$ cat src/rtl/mgmt_pkg.sv
package mgmt_pkg;

    // Timebase
    localparam int CLK_PERIOD_NS       = 40;
    localparam int INIT_TIME_MS        = 2000;
    localparam int RESET_PULSE_NS      = 2000;
    // Longest time, rounded down
    localparam int INIT_CYCLES         = (INIT_TIME_MS * 1000) / CLK_PERIOD_NS * 1000;
    // Least time, rounded up
    localparam int RESET_PULSE_CYCLES  = (RESET_PULSE_NS + CLK_PERIOD_NS - 1) / CLK_PERIOD_NS;
    localparam int INIT_CNT_W          = 26;
    localparam int PULSE_CNT_W         = 7;

    // Byte addresses of the management map
    localparam logic [7:0] ADDR_IDENT   = 8'h00;
    localparam logic [7:0] ADDR_STATUS  = 8'h02;
    localparam logic [7:0] ADDR_FLAGS   = 8'h03;
    localparam logic [7:0] ADDR_CONTROL = 8'h5d;
    localparam logic [7:0] ADDR_MASK    = 8'h64;
    localparam logic [7:0] ADDR_PAGE    = 8'h7f;
    localparam int         UPPER_BIT    = 7;
    localparam logic [7:0] USER_PAGE    = 8'h02;

    // Field positions
    localparam int STATUS_NOT_READY_BIT = 0;
    localparam int CTRL_PDOWN_BIT       = 1;

    // Reset values
    localparam logic [3:0] MASK_RESET   = 4'h0;
    localparam logic [7:0] PAGE_RESET   = 8'h00;
    localparam logic       PDOWN_RESET  = 1'b0;
    // Arbitrary identifier value
    localparam logic [7:0] IDENT_VALUE  = 8'h5a;

    // Synchroniser lanes
    localparam int SYNC_W      = 7;
    localparam int SY_SCL      = 0;
    localparam int SY_SEL_N    = 1;
    localparam int SY_MRST_N   = 2;
    localparam int SY_LP_PIN   = 3;
    localparam int SY_RX_LOS   = 4;
    localparam int SY_TX_FAULT = 5;
    localparam int SY_OTHER    = 6;
    localparam logic [SYNC_W-1:0] SYNC_RESET = 7'h06;

    // Latched flag byte, bits [3:0]
    typedef struct packed {
        logic ready;
        logic other;
        logic tx_fault;
        logic rx_los;
    } flag_t;

    typedef struct packed {
        logic       wr;
        logic       rd;
        logic [7:0] addr;
        logic [7:0] wdata;
    } bus_req_t;

endpackage : mgmt_pkg

$ cat src/rtl/sync_bits.sv
`timescale 1ns/10ps
`default_nettype none

module sync_bits #(
    parameter int                    W         = 1,
    parameter logic [W-1:0]          RESET_VAL = '0
) (
    input  wire logic         clk,
    input  wire logic         rst_n,
    input  wire logic [W-1:0] d,
    output logic      [W-1:0] q
);

    logic [W-1:0] meta_reg;
    logic [W-1:0] q_reg;

    genvar i;
    generate
        for (i = 0; i < W; i++)
        begin : g_lane
            always_ff @(posedge clk or negedge rst_n)
            begin
                if (!rst_n)
                begin
                    meta_reg[i] <= RESET_VAL[i];
                    q_reg[i]    <= RESET_VAL[i];
                end
                else
                begin
                    meta_reg[i] <= d[i];
                    q_reg[i]    <= meta_reg[i];
                end
            end
        end
    endgenerate

    assign q = q_reg;

endmodule : sync_bits

`default_nettype wire

$ cat src/rtl/user_mem.sv
`timescale 1ns/10ps
`default_nettype none

module user_mem (
    input  wire logic       clk,
    input  wire logic       we,
    input  wire logic [6:0] addr,
    input  wire logic [7:0] wdata,
    output logic      [7:0] rdata
);

    // No reset: contents belong to the user
    logic [7:0] mem [0:127];
    logic [7:0] rdata_reg;

    always_ff @(posedge clk)
    begin
        if (we)
        begin
            mem[addr] <= wdata;
        end
        rdata_reg <= mem[addr];
    end

    assign rdata = rdata_reg;

endmodule : user_mem

`default_nettype wire

$ cat src/rtl/module_mgmt_status_timing.sv
// Operation
// - Fully functional within 2000 ms of power-on, plug-in or reset release.
// - A module reset pin low longer than 2 us resets the module.
// - Serial management access answered no later than 2000 ms after power-on.
// - Within 2000 ms, clear data-not-ready bit 0 of byte 2, assert interrupt.
// - After reset pin rises, fully functional within 2000 ms, interrupt asserted.
// - Low-power pin high drops the module to low power within 100 us.
// - Interrupt output driven low within 200 ms of a triggering condition.
// - Reading a flag clears it; interrupt released within 500 us.
// - Receive signal loss sets its flag and interrupt within 100 ms.
// - Transmit fault sets its flag and interrupt within 200 ms.
// - Any other condition sets its flag and interrupt within 200 ms.
// - Setting a mask bit inhibits that source within 100 ms.
// - Clearing a mask bit restores that source within 100 ms.
// - Module select asserted: serial transfers answered within 100 us.
// - Module select released: serial transfers ignored within 100 us.
// - Power-down bit set: low power within 100 ms.
// - Power-down bit cleared: full function within 300 ms.
// - Write-started delays count from serial clock fall after the write.
// - Upper page two is user storage with user-defined contents.
//
// Added by the designer: the address-and-strobe port and the address map.
`timescale 1ns/10ps
`default_nettype none

module module_mgmt_status_timing #(
    parameter int unsigned INIT_CYCLES = mgmt_pkg::INIT_CYCLES
) (
    input  wire logic       ref_clk,
    input  wire logic       reset_n,
    input  wire logic [7:0] reg_addr,
    input  wire logic [7:0] reg_wdata,
    input  wire logic       reg_wr,
    input  wire logic       reg_rd,
    output logic      [7:0] reg_rdata,
    input  wire logic       serial_clk,
    input  wire logic       module_select_n,
    input  wire logic       module_reset_n,
    input  wire logic       low_power_pin,
    input  wire logic       rx_los_in,
    input  wire logic       tx_fault_in,
    input  wire logic       other_fault_in,
    output logic            interrupt_out_n_o,
    output logic            interrupt_out_n_oe_n,
    output logic            low_power_out,
    output logic            data_ready_out
);

    typedef enum logic [1:0] {
        ST_HELD,
        ST_INIT,
        ST_READY
    } init_state_t;

    // Reset release
    logic [1:0] rst_sync_reg;
    logic       rst_n;

    always_ff @(posedge ref_clk or negedge reset_n)
    begin
        if (!reset_n)
        begin
            rst_sync_reg <= 2'b00;
        end
        else
        begin
            rst_sync_reg <= {rst_sync_reg[0], 1'b1};
        end
    end

    assign rst_n = rst_sync_reg[1];

    // Pin synchronisers
    logic [mgmt_pkg::SYNC_W-1:0] pins_raw;
    logic [mgmt_pkg::SYNC_W-1:0] pins_s;

    always_comb
    begin
        pins_raw                        = '0;
        pins_raw[mgmt_pkg::SY_SCL]      = serial_clk;
        pins_raw[mgmt_pkg::SY_SEL_N]    = module_select_n;
        pins_raw[mgmt_pkg::SY_MRST_N]   = module_reset_n;
        pins_raw[mgmt_pkg::SY_LP_PIN]   = low_power_pin;
        pins_raw[mgmt_pkg::SY_RX_LOS]   = rx_los_in;
        pins_raw[mgmt_pkg::SY_TX_FAULT] = tx_fault_in;
        pins_raw[mgmt_pkg::SY_OTHER]    = other_fault_in;
    end

    sync_bits #(
        .W         (mgmt_pkg::SYNC_W),
        .RESET_VAL (mgmt_pkg::SYNC_RESET)
    ) u_sync (
        .clk   (ref_clk),
        .rst_n (rst_n),
        .d     (pins_raw),
        .q     (pins_s)
    );

    function automatic logic is_addr(input logic [7:0] a, input logic [7:0] target);
        is_addr = (a == target);
    endfunction : is_addr

    // State
    init_state_t                        state_reg,        state_next;
    logic [mgmt_pkg::INIT_CNT_W-1:0]    init_cnt_reg,     init_cnt_next;
    logic [mgmt_pkg::PULSE_CNT_W-1:0]   low_cnt_reg,      low_cnt_next;
    logic                               scl_d_reg;
    mgmt_pkg::flag_t                    flags_reg,        flags_next;
    logic [3:0]                         mask_shadow_reg,  mask_shadow_next;
    logic [3:0]                         mask_active_reg,  mask_active_next;
    logic                               pdown_shadow_reg, pdown_shadow_next;
    logic                               pdown_active_reg, pdown_active_next;
    logic                               commit_pend_reg,  commit_pend_next;
    logic [7:0]                         page_reg,         page_next;
    logic [7:0]                         rd_local_reg,     rd_local_next;
    logic                               rd_mem_reg,       rd_mem_next;
    logic                               int_oe_n_reg,     int_oe_n_next;
    logic                               low_power_reg,    low_power_next;
    logic                               ready_reg,        ready_next;

    mgmt_pkg::bus_req_t req;
    mgmt_pkg::flag_t    cond;
    mgmt_pkg::flag_t    flag_set;
    mgmt_pkg::flag_t    flag_clr;
    logic               scl_fall;
    logic               mrst_held;
    logic               bus_ok;
    logic               upper;
    logic               user_sel;
    logic               mem_we;
    logic [7:0]         mem_rdata;

    assign req      = '{wr: reg_wr, rd: reg_rd, addr: reg_addr, wdata: reg_wdata};
    assign scl_fall = scl_d_reg & ~pins_s[mgmt_pkg::SY_SCL];
    assign upper    = req.addr[mgmt_pkg::UPPER_BIT];
    assign user_sel = upper && (page_reg == mgmt_pkg::USER_PAGE);
    assign mrst_held = (low_cnt_reg == mgmt_pkg::PULSE_CNT_W'(mgmt_pkg::RESET_PULSE_CYCLES));
    assign bus_ok   = !pins_s[mgmt_pkg::SY_SEL_N] && (state_reg != ST_HELD);
    assign mem_we   = bus_ok && req.wr && user_sel;

    user_mem u_user_mem (
        .clk   (ref_clk),
        .we    (mem_we),
        .addr  (req.addr[6:0]),
        .wdata (req.wdata),
        .rdata (mem_rdata)
    );

    // Reset filter and initialisation sequence
    always_comb
    begin
        state_next    = state_reg;
        init_cnt_next = init_cnt_reg;
        low_cnt_next  = low_cnt_reg;
        ready_next    = ready_reg;
        if (pins_s[mgmt_pkg::SY_MRST_N])
        begin
            low_cnt_next = '0;
        end
        else if (!mrst_held)
        begin
            low_cnt_next = low_cnt_reg + 1'b1;
        end
        unique case (state_reg)
            ST_HELD:
            begin
                ready_next = 1'b0;
                if (pins_s[mgmt_pkg::SY_MRST_N])
                begin
                    state_next    = ST_INIT;
                    init_cnt_next = mgmt_pkg::INIT_CNT_W'(INIT_CYCLES - 1);
                end
            end
            ST_INIT:
            begin
                if (mrst_held)
                begin
                    state_next = ST_HELD;
                end
                else if (init_cnt_reg == '0)
                begin
                    state_next = ST_READY;
                    ready_next = 1'b1;
                end
                else
                begin
                    init_cnt_next = init_cnt_reg - 1'b1;
                end
            end
            ST_READY:
            begin
                if (mrst_held)
                begin
                    state_next = ST_HELD;
                    ready_next = 1'b0;
                end
            end
        endcase
    end

    always_ff @(posedge ref_clk or negedge rst_n)
    begin
        if (!rst_n)
        begin
            state_reg    <= ST_INIT;
            init_cnt_reg <= mgmt_pkg::INIT_CNT_W'(INIT_CYCLES - 1);
            low_cnt_reg  <= '0;
            ready_reg    <= 1'b0;
        end
        else
        begin
            state_reg    <= state_next;
            init_cnt_reg <= init_cnt_next;
            low_cnt_reg  <= low_cnt_next;
            ready_reg    <= ready_next;
        end
    end

    // Flags, masks, control and bus
    always_comb
    begin
        cond          = '{ready: 1'b0,
                          other: pins_s[mgmt_pkg::SY_OTHER],
                          tx_fault: pins_s[mgmt_pkg::SY_TX_FAULT],
                          rx_los: pins_s[mgmt_pkg::SY_RX_LOS]};
        flag_set       = cond;
        flag_set.ready = (state_reg == ST_INIT) && (state_next == ST_READY);
        flag_clr       = '0;
        // Host read clears what it saw
        if (bus_ok && req.rd && is_addr(req.addr, mgmt_pkg::ADDR_FLAGS))
        begin
            flag_clr = flags_reg;
        end
        flags_next = mgmt_pkg::flag_t'((flags_reg & ~flag_clr) | flag_set);

        mask_shadow_next  = mask_shadow_reg;
        pdown_shadow_next = pdown_shadow_reg;
        page_next         = page_reg;
        commit_pend_next  = commit_pend_reg;
        mask_active_next  = mask_active_reg;
        pdown_active_next = pdown_active_reg;
        // Take effect at serial clock fall
        // Link clock idle keeps the change pending
        if (commit_pend_reg && scl_fall)
        begin
            commit_pend_next = 1'b0;
            mask_active_next  = mask_shadow_reg;
            pdown_active_next = pdown_shadow_reg;
        end
        // Write after commit: a colliding write stays pending
        if (bus_ok && req.wr && !upper)
        begin
            if (is_addr(req.addr, mgmt_pkg::ADDR_MASK))
            begin
                mask_shadow_next = req.wdata[3:0];
                commit_pend_next = 1'b1;
            end
            if (is_addr(req.addr, mgmt_pkg::ADDR_CONTROL))
            begin
                pdown_shadow_next = req.wdata[mgmt_pkg::CTRL_PDOWN_BIT];
                commit_pend_next  = 1'b1;
            end
            if (is_addr(req.addr, mgmt_pkg::ADDR_PAGE))
            begin
                page_next = req.wdata;
            end
        end

        rd_mem_next   = 1'b0;
        rd_local_next = '0;
        if (bus_ok && req.rd)
        begin
            if (upper)
            begin
                rd_mem_next = user_sel;
            end
            else if (is_addr(req.addr, mgmt_pkg::ADDR_IDENT))
            begin
                rd_local_next = mgmt_pkg::IDENT_VALUE;
            end
            else if (is_addr(req.addr, mgmt_pkg::ADDR_STATUS))
            begin
                rd_local_next[mgmt_pkg::STATUS_NOT_READY_BIT] = !ready_reg;
            end
            else if (is_addr(req.addr, mgmt_pkg::ADDR_FLAGS))
            begin
                rd_local_next[3:0] = flags_reg;
            end
            else if (is_addr(req.addr, mgmt_pkg::ADDR_MASK))
            begin
                rd_local_next[3:0] = mask_shadow_reg;
            end
            else if (is_addr(req.addr, mgmt_pkg::ADDR_CONTROL))
            begin
                rd_local_next[mgmt_pkg::CTRL_PDOWN_BIT] = pdown_shadow_reg;
            end
            else if (is_addr(req.addr, mgmt_pkg::ADDR_PAGE))
            begin
                rd_local_next = page_reg;
            end
        end

        // Hold while any unmasked flag set
        int_oe_n_next  = ~|(flags_reg & ~mask_active_reg);
        low_power_next = pins_s[mgmt_pkg::SY_LP_PIN] | pdown_active_reg;
    end

    always_ff @(posedge ref_clk or negedge rst_n)
    begin
        if (!rst_n)
        begin
            flags_reg        <= '0;
            mask_shadow_reg  <= mgmt_pkg::MASK_RESET;
            mask_active_reg  <= mgmt_pkg::MASK_RESET;
            pdown_shadow_reg <= mgmt_pkg::PDOWN_RESET;
            pdown_active_reg <= mgmt_pkg::PDOWN_RESET;
            commit_pend_reg  <= 1'b0;
            page_reg         <= mgmt_pkg::PAGE_RESET;
            rd_local_reg     <= '0;
            rd_mem_reg       <= 1'b0;
            int_oe_n_reg     <= 1'b1;
            low_power_reg    <= 1'b0;
            scl_d_reg        <= 1'b0;
        end
        else if (state_reg == ST_HELD)
        begin
            // Module reset clears soft state, user storage survives
            flags_reg        <= '0;
            mask_shadow_reg  <= mgmt_pkg::MASK_RESET;
            mask_active_reg  <= mgmt_pkg::MASK_RESET;
            pdown_shadow_reg <= mgmt_pkg::PDOWN_RESET;
            pdown_active_reg <= mgmt_pkg::PDOWN_RESET;
            commit_pend_reg  <= 1'b0;
            page_reg         <= mgmt_pkg::PAGE_RESET;
            rd_local_reg     <= '0;
            rd_mem_reg       <= 1'b0;
            int_oe_n_reg     <= 1'b1;
            low_power_reg    <= low_power_next;
            scl_d_reg        <= pins_s[mgmt_pkg::SY_SCL];
        end
        else
        begin
            flags_reg        <= flags_next;
            mask_shadow_reg  <= mask_shadow_next;
            mask_active_reg  <= mask_active_next;
            pdown_shadow_reg <= pdown_shadow_next;
            pdown_active_reg <= pdown_active_next;
            commit_pend_reg  <= commit_pend_next;
            page_reg         <= page_next;
            rd_local_reg     <= rd_local_next;
            rd_mem_reg       <= rd_mem_next;
            int_oe_n_reg     <= int_oe_n_next;
            low_power_reg    <= low_power_next;
            scl_d_reg        <= pins_s[mgmt_pkg::SY_SCL];
        end
    end

    // Memory data is already registered inside the store
    assign reg_rdata            = rd_mem_reg ? mem_rdata : rd_local_reg;
    // Open drain: only ever pulls low
    assign interrupt_out_n_o    = 1'b0;
    assign interrupt_out_n_oe_n = int_oe_n_reg;
    assign low_power_out        = low_power_reg;
    assign data_ready_out       = ready_reg;

endmodule : module_mgmt_status_timing

`default_nettype wire

$ cat config.mk
export PLATFORM = sky130hd
export DESIGN_NAME = module_mgmt_status_timing
export DESIGN_NICKNAME = d
export VERILOG_FILES = /design/src/rtl/mgmt_pkg.sv /design/src/rtl/sync_bits.sv /design/src/rtl/user_mem.sv /design/src/rtl/module_mgmt_status_timing.sv
export SDC_FILE = /design/constraint.sdc
export NUM_CORES = 1
export LEC_CHECK = 0
export BUFFER_PORTS_ARGS = -buffer_cell sky130_fd_sc_hd__buf_2
export CAP_MARGIN = 20
export CORE_ASPECT_RATIO = 1.4
export CORE_MARGIN = 2
export CORE_UTILIZATION = 40
export CTS_CLUSTER_DIAMETER = 120
export DETAILED_ROUTE_END_ITERATION = 6
export HOLD_SLACK_MARGIN = 0.02
export PLACE_DENSITY = 0.54
export SKIP_CTS_REPAIR_TIMING = 1
export SYNTH_ARGS = -nofsm -noshare
export SYNTH_HDL_FRONTEND = slang
export SYNTH_SLANG_ARGS = --single-unit
export TNS_END_PERCENT = 50
$ cat constraint.sdc
create_clock -name ref_clk -period 2.8 [get_ports ref_clk]
set_clock_uncertainty 0.05 [all_clocks]
set_input_delay 0.28 -clock ref_clk [delete_from_list [all_inputs] [get_ports ref_clk]]
set_output_delay 0.28 -clock ref_clk [all_outputs]
set_load 0.02 [all_outputs]
# Word-level counts from Yosys, hierarchy flattened
# Memory sizes are Yosys's and may differ from the RTL's. A register that Yosys moved wholly into a read port is not among the register bits.
# Cells that the tools add are included.
# classes
n_addsub	2
n_eq_ne	16
n_mux	56
bitwise	8
n_reduce_logical	29
# ops
operator	n
2-to-1 mux 26 bit	3
2-to-1 mux 8 bit	9
case mux 26 bit (2 select lines)	1
2-to-1 mux 4 bit	11
logical NOT 26 bit	1
subtractor 26 x 1 -> 26 bit, second input constant	1
equality test 8 x 2 -> 1 bit, second input constant	3
equality test 8 x 7 -> 1 bit, second input constant	3
2-to-1 mux 1 bit	22
2-to-1 mux 7 bit	3
nonzero test 2 bit	7
logical AND 1 bit	9
AND 4 bit	2
logical NOT 8 bit	1
2-to-1 mux 2 bit	4
!= test 2 bit, second input constant	4
NOT 4 bit	2
adder 7 x 1 -> 7 bit, second input constant	1
equality test 7 x 6 -> 1 bit, second input constant	1
2-to-1 mux 6 bit	1
case mux 2 bit (3 select lines)	1
AND reduction 2 bit	3
equality test 2 bit, second input constant	2
logical NOT 1 bit	4
other kinds (11)	12
# word_totals
reg_bits	87
mem_bits_rw	1024
in_bits	27
output_inout_bits	12
wordCells	146
n_memories	1
# memory_table
name	depth	word_bits	rd	rd_clocked_by_memory_dff	wr	line_no	text
u_user_mem.mem	128	8	1	1	1	user_mem.sv:13	logic [7:0] mem [0:127];

# Depth between registers and ports, before layout
# depth
ltp_word	10
ltp_mapped	11
mapped_depth_nobuf	8

# By module
# Synthesis repeated with hierarchy kept, for this count alone.
# unflattened
cells_unflattened	2899
area_unflattened_um2	44784.2
# modules_own_cells
module	n_inst	cells_per_inst	area_per_inst_um2	seq_area_each_um2
user_mem	1	2475	40433.8	30909.6
module_mgmt_status_timing	1	410	3995.1	1851.8
sync_bits	1	14	355.3	355.3

# Worst setup path before layout
# OpenSTA, ideal clock, no wires.
# synth_path
path_kind	register to register
startpoint	register state_reg[0]
endpoint	memory u_user_mem.mem[91][0], enable pin
setup_time_ns	0.371
arrival_time_ns	2.639
required_ns	2.379
slack_ns	-0.259
path_stages_with_launch	11
cell_sequence	dfstp_2 inv_1 ha_1 clkbuf_1 nor2_1 nand2_1 or2_2 nor2_1 nand3_1 clkbuf_1 nor2_1
# synth_via
elab_chain_len	6
# synth_rtl
element	line_no	text
start: declaration	module_mgmt_status_timing.sv:104	init_state_t state_reg, state_next;
start signal: assignment	module_mgmt_status_timing.sv:212	state_reg <= state_next;
nonzero test 2 bit	module_mgmt_status_timing.sv:138	assign bus_ok = !pins_s[mgmt_pkg::SY_SEL_N] && (state_reg != ST_HELD);
logical AND 1 bit	module_mgmt_status_timing.sv:138	
logical AND 1 bit (2 in series)	module_mgmt_status_timing.sv:139	assign mem_we = bus_ok && req.wr && user_sel;
2-to-1 mux 1 bit	user_mem.sv:18	if (we)
2-to-1 mux 1 bit (not written as such)	user_mem.sv:20	mem[addr] <= wdata;
end: declaration	user_mem.sv:13	
# No other way between the ends.

# Worst setup path after layout
# layout_path
startpoint	register state_reg[0]
endpoint	memory u_user_mem.mem[9][7], enable pin
# Same word-level chain as after synthesis.

==> metrics.yaml <==
timing.final.crit_share_pct: 96.7
max_cap_viol_count: 0
growth_of_design_area_from_synthesis_to_finish_pct: 19.7
final-max-slew-violation-count: 0
ys_warn_count: 0
htree_num_levels: 3
rsz0062_at_grt: "false"
critPathMaxFanout: 8
critical_path_depth: 11
timing.slew.headroom_pct: 22.9
cpLargestDelayFamily: "simple AND/OR/NAND/NOR gates"
fin_hold_viols: 0
clk_transition_reported_paths_ns: 0.07
worst_ep_arrival_time_ns: 3.04
layout.nets: 2561
floorplan.die.width_um: 284
design.die.area_um2: 113000
cell_internal_pwr_mw: 27.6
floorplan.initialDensity_pct: 40.4
groute.usage.overall_pct: 20.4
tritoncts_num_sinks: 1119
critPathSlowestCell: "sky130_fd_sc_hd__dfstp_2"
wl_per_cell_um: 28.2
run_status: "finished, final reports clean"
seq_power_share_pct: 52.6
timing.final.setup_violations: 0
clkLatencyLatePin_ns: 0.69
synth_cell_types: 67
critPathBufInv: 4
worstMarginPinSlew_ns: 1.13
synth_ff_type: "sky130_fd_sc_hd__edfxtp_1"
syn-cell-area_um2: 44000
share_clk_of_total_power_pct: 40.7
holdCritPathClass: "primary input to flop"
layout.filler_cells: 9011
layoutNonFillerInstCount: 4068
grt_max_degree: 82
post_synth_inst_count: 2196
dp_slack_ns: -0.912
max_clock_freq_mhz: 369
comb_power_share_pct: 6.7
worst_hold_path.num_cells: 4
synth.avg_cell_area_um2: 20.0
final_critical_path_setup_slack_ns: 0.0921
detailed_place_hpwl_um: 76200
cellPowerDensity_nw_per_um2: 669
synth_area_leader: "sky130_fd_sc_hd__edfxtp_1"
layout.cells.most_common_list: "sky130_fd_sc_hd__edfxtp_1, sky130_fd_sc_hd__mux4_2, sky130_fd_sc_hd__buf_4"
grt_overflow: 0
criticalPathCategory: "flop to flop"
timing.reg2reg.worst_path_depth: 11
most_frequent_standard_cell_in_the_layout_excluding_fill_and_tap_cells: "sky130_fd_sc_hd__edfxtp_1"
clock_root_buffer: "sky130_fd_sc_hd__clkbuf_16"
vias: 22600
first_iter_violations: 2018
post_route_cells_drive_above_1_share_pct: 34.0
crit_path_cell_trace: "inv_1, ha_1, nor2_2, nand2_2, or2_4, nor2_1, buf_4, nand2_2, clkbuf_16, nor2_1, buf_4"
cp.required_ns: 3.13
ys_seq_elements: 1119
tritoncts: "built"
largest_register_ffs: 1024
fp.coreArea_um2: 109000
drcViolationCount: 0
critical_path.endpoint_type: "flop"
synth_top_area_share_pct: 69.9
place.detailed.instances: 3859
swShare_pct: 21.7
synth-edff-count: 1024
drt_wl_total_um: 115000
cts_max_path_bufs: 3
synth_seq_area_share_pct: 75.3
drtPass1Iterations: 5
synth_async_sr_flop_share_pct: 7.77
power.ir.vdd_worst_mv: 0.444
final.min_clock_period_ns: 2.71
netsw_mw: 7.65
post_synth_main_area_contributors: "sky130_fd_sc_hd__edfxtp_1, sky130_fd_sc_hd__mux4_2, sky130_fd_sc_hd__dfrtp_1"
worst_setup_path_start_kind: "flop"
max_stage_delay_ns: 0.53
place_congestion: 0.831
drtAntennaViolNets: 0
via_count_of_the_first_global_routing_pass: 23800
synthesis.nets: 2229
fp-row-count: 143
via_per_inst: 5.55
io_buffers: 37
floorplan.io_pins: 39
initial_antenna_violation_count: 2
global_route_wire_length_before_repair_um: 167000
cts_inserted_buffers: 104
p_leak_nw: 17.3
dieHeight_um: 396
[power groups by stage]
stage                     Combinational, mW  Sequential [mW]  Clock [mW]
after global routing                   2.51             18.5        15.3
after floorplan                        1.20             18.8           0
after global placement                 2.31             18.9           0
final                                  2.35             18.5        14.3
after CTS                              2.35             18.5        14.6
after detailed placement               2.35             18.9           0
[synth_stat cells (4+ instances only)]
library cell and count:
sky130_fd_sc_hd__a211oi_1 11, sky130_fd_sc_hd__a21oi_1 33, sky130_fd_sc_hd__a22oi_1 30, sky130_fd_sc_hd__a31oi_1 11
sky130_fd_sc_hd__and3_1 11, sky130_fd_sc_hd__buf_1 8, sky130_fd_sc_hd__buf_2 44, sky130_fd_sc_hd__buf_4 10
sky130_fd_sc_hd__buf_6 5, sky130_fd_sc_hd__clkbuf_1 47, sky130_fd_sc_hd__dfrtp_1 63, sky130_fd_sc_hd__dfstp_2 24
sky130_fd_sc_hd__dfxtp_1 8, sky130_fd_sc_hd__edfxtp_1 1024, sky130_fd_sc_hd__ha_1 6, sky130_fd_sc_hd__inv_1 13
sky130_fd_sc_hd__mux2_2 8, sky130_fd_sc_hd__mux2i_1 107, sky130_fd_sc_hd__mux4_2 265, sky130_fd_sc_hd__nand2_1 64
sky130_fd_sc_hd__nand2b_1 5, sky130_fd_sc_hd__nand3_1 43, sky130_fd_sc_hd__nand3b_1 6, sky130_fd_sc_hd__nand4_1 7
sky130_fd_sc_hd__nand4b_1 5, sky130_fd_sc_hd__nor2_1 198, sky130_fd_sc_hd__nor2b_1 11, sky130_fd_sc_hd__nor3_1 13
sky130_fd_sc_hd__nor3b_1 4, sky130_fd_sc_hd__nor4_1 4, sky130_fd_sc_hd__o211ai_1 6, sky130_fd_sc_hd__o21ai_0 15
sky130_fd_sc_hd__o22ai_1 7, sky130_fd_sc_hd__o31ai_1 6, sky130_fd_sc_hd__or2_2 5, sky130_fd_sc_hd__or4_1 4
sky130_fd_sc_hd__xor2_1 16
[final timing paths]
path / endpoint / slack, ns / start
setup / recovery: u_user_mem.mem[9][7] / 0.09 / state_reg[0]
hold / removal: rd_local_reg[0] / 0.02 / reg_addr[7]
setup reg to reg: u_user_mem.mem[9][7] / 0.09 / state_reg[0]
hold reg to reg: low_cnt_reg[4] / 0.27 / rst_sync_reg[1]
max in group asynchronous: u_sync.meta_reg[1] / 1.65 / rst_sync_reg[1]
min in group asynchronous: low_cnt_reg[4] / 0.27 / rst_sync_reg[1]
[logic make-up after synthesis]
| group | synth area share [%] |
|---|---|
| AOI/OAI and AO/OA | 2.09 |
| xor gates and xnor gates | 0.379 |
| adders and majority gates | 0.171 |
| buffers and inverters | 1.40 |
| DFF | 75.3 |
| muxes | 16.2 |
| other | 0.0171 |
| and+or+nand+nor | 4.40 |
[routing by layer]
layer	vias up	track usage (%)	part of all wire [%]
li1	9624	-	-
met1	12100	25.5	40
met2	654	36.2	52
met3	165	2.58	4.4
met4	0	7.99	3.6
met5	-	0	0
[stage by stage]
step / total power, mW / hold WS [ns] / setup TNS, ns / util [%] / cell area [um2]
floorplan: 20.0 / -0.0656 / -35.56 / - / 44400
global placement: 21.2 / 0.0159 / -9.20 / 45.1 / 49000
detailed placement: 21.2 / 0.0173 / -27.73 / 45.1 / 49000
CTS: 35.5 / -0.750 / -2.21 / 48.2 / 52500
global route: 36.3 / 0.0365 / 0 / 48.4 / 52600
finish: 35.2 / 0.0196 / 0 / 48.4 / 52600
[final cells by class]
type                    count  area, um2  area share, %
flip-flops and latches   1119      33100           62.9
clock buffers             128       2780           5.28
inverters                  13       48.8         0.0927
clock inverters            67        673           1.28
repair buffers            341       3530           6.70
diodes                      1       2.50        0.00475
well taps                1450       1810           3.45
multi-input cells         949      10700           20.3
[worst register-to-register path, cell delays in order, from the launching register on]
cell and delay, ns:
sky130_fd_sc_hd__dfstp_2 0.53, sky130_fd_sc_hd__inv_1 0.06, sky130_fd_sc_hd__ha_1 0.21, sky130_fd_sc_hd__nor2_2 0.16, sky130_fd_sc_hd__nand2_2 0.12, sky130_fd_sc_hd__or2_4 0.29
sky130_fd_sc_hd__nor2_1 0.12, sky130_fd_sc_hd__buf_4 0.15, sky130_fd_sc_hd__nand2_2 0.12, sky130_fd_sc_hd__clkbuf_16 0.27, sky130_fd_sc_hd__nor2_1 0.11, sky130_fd_sc_hd__buf_4 0.20
(Power assumes the default switching activity.)
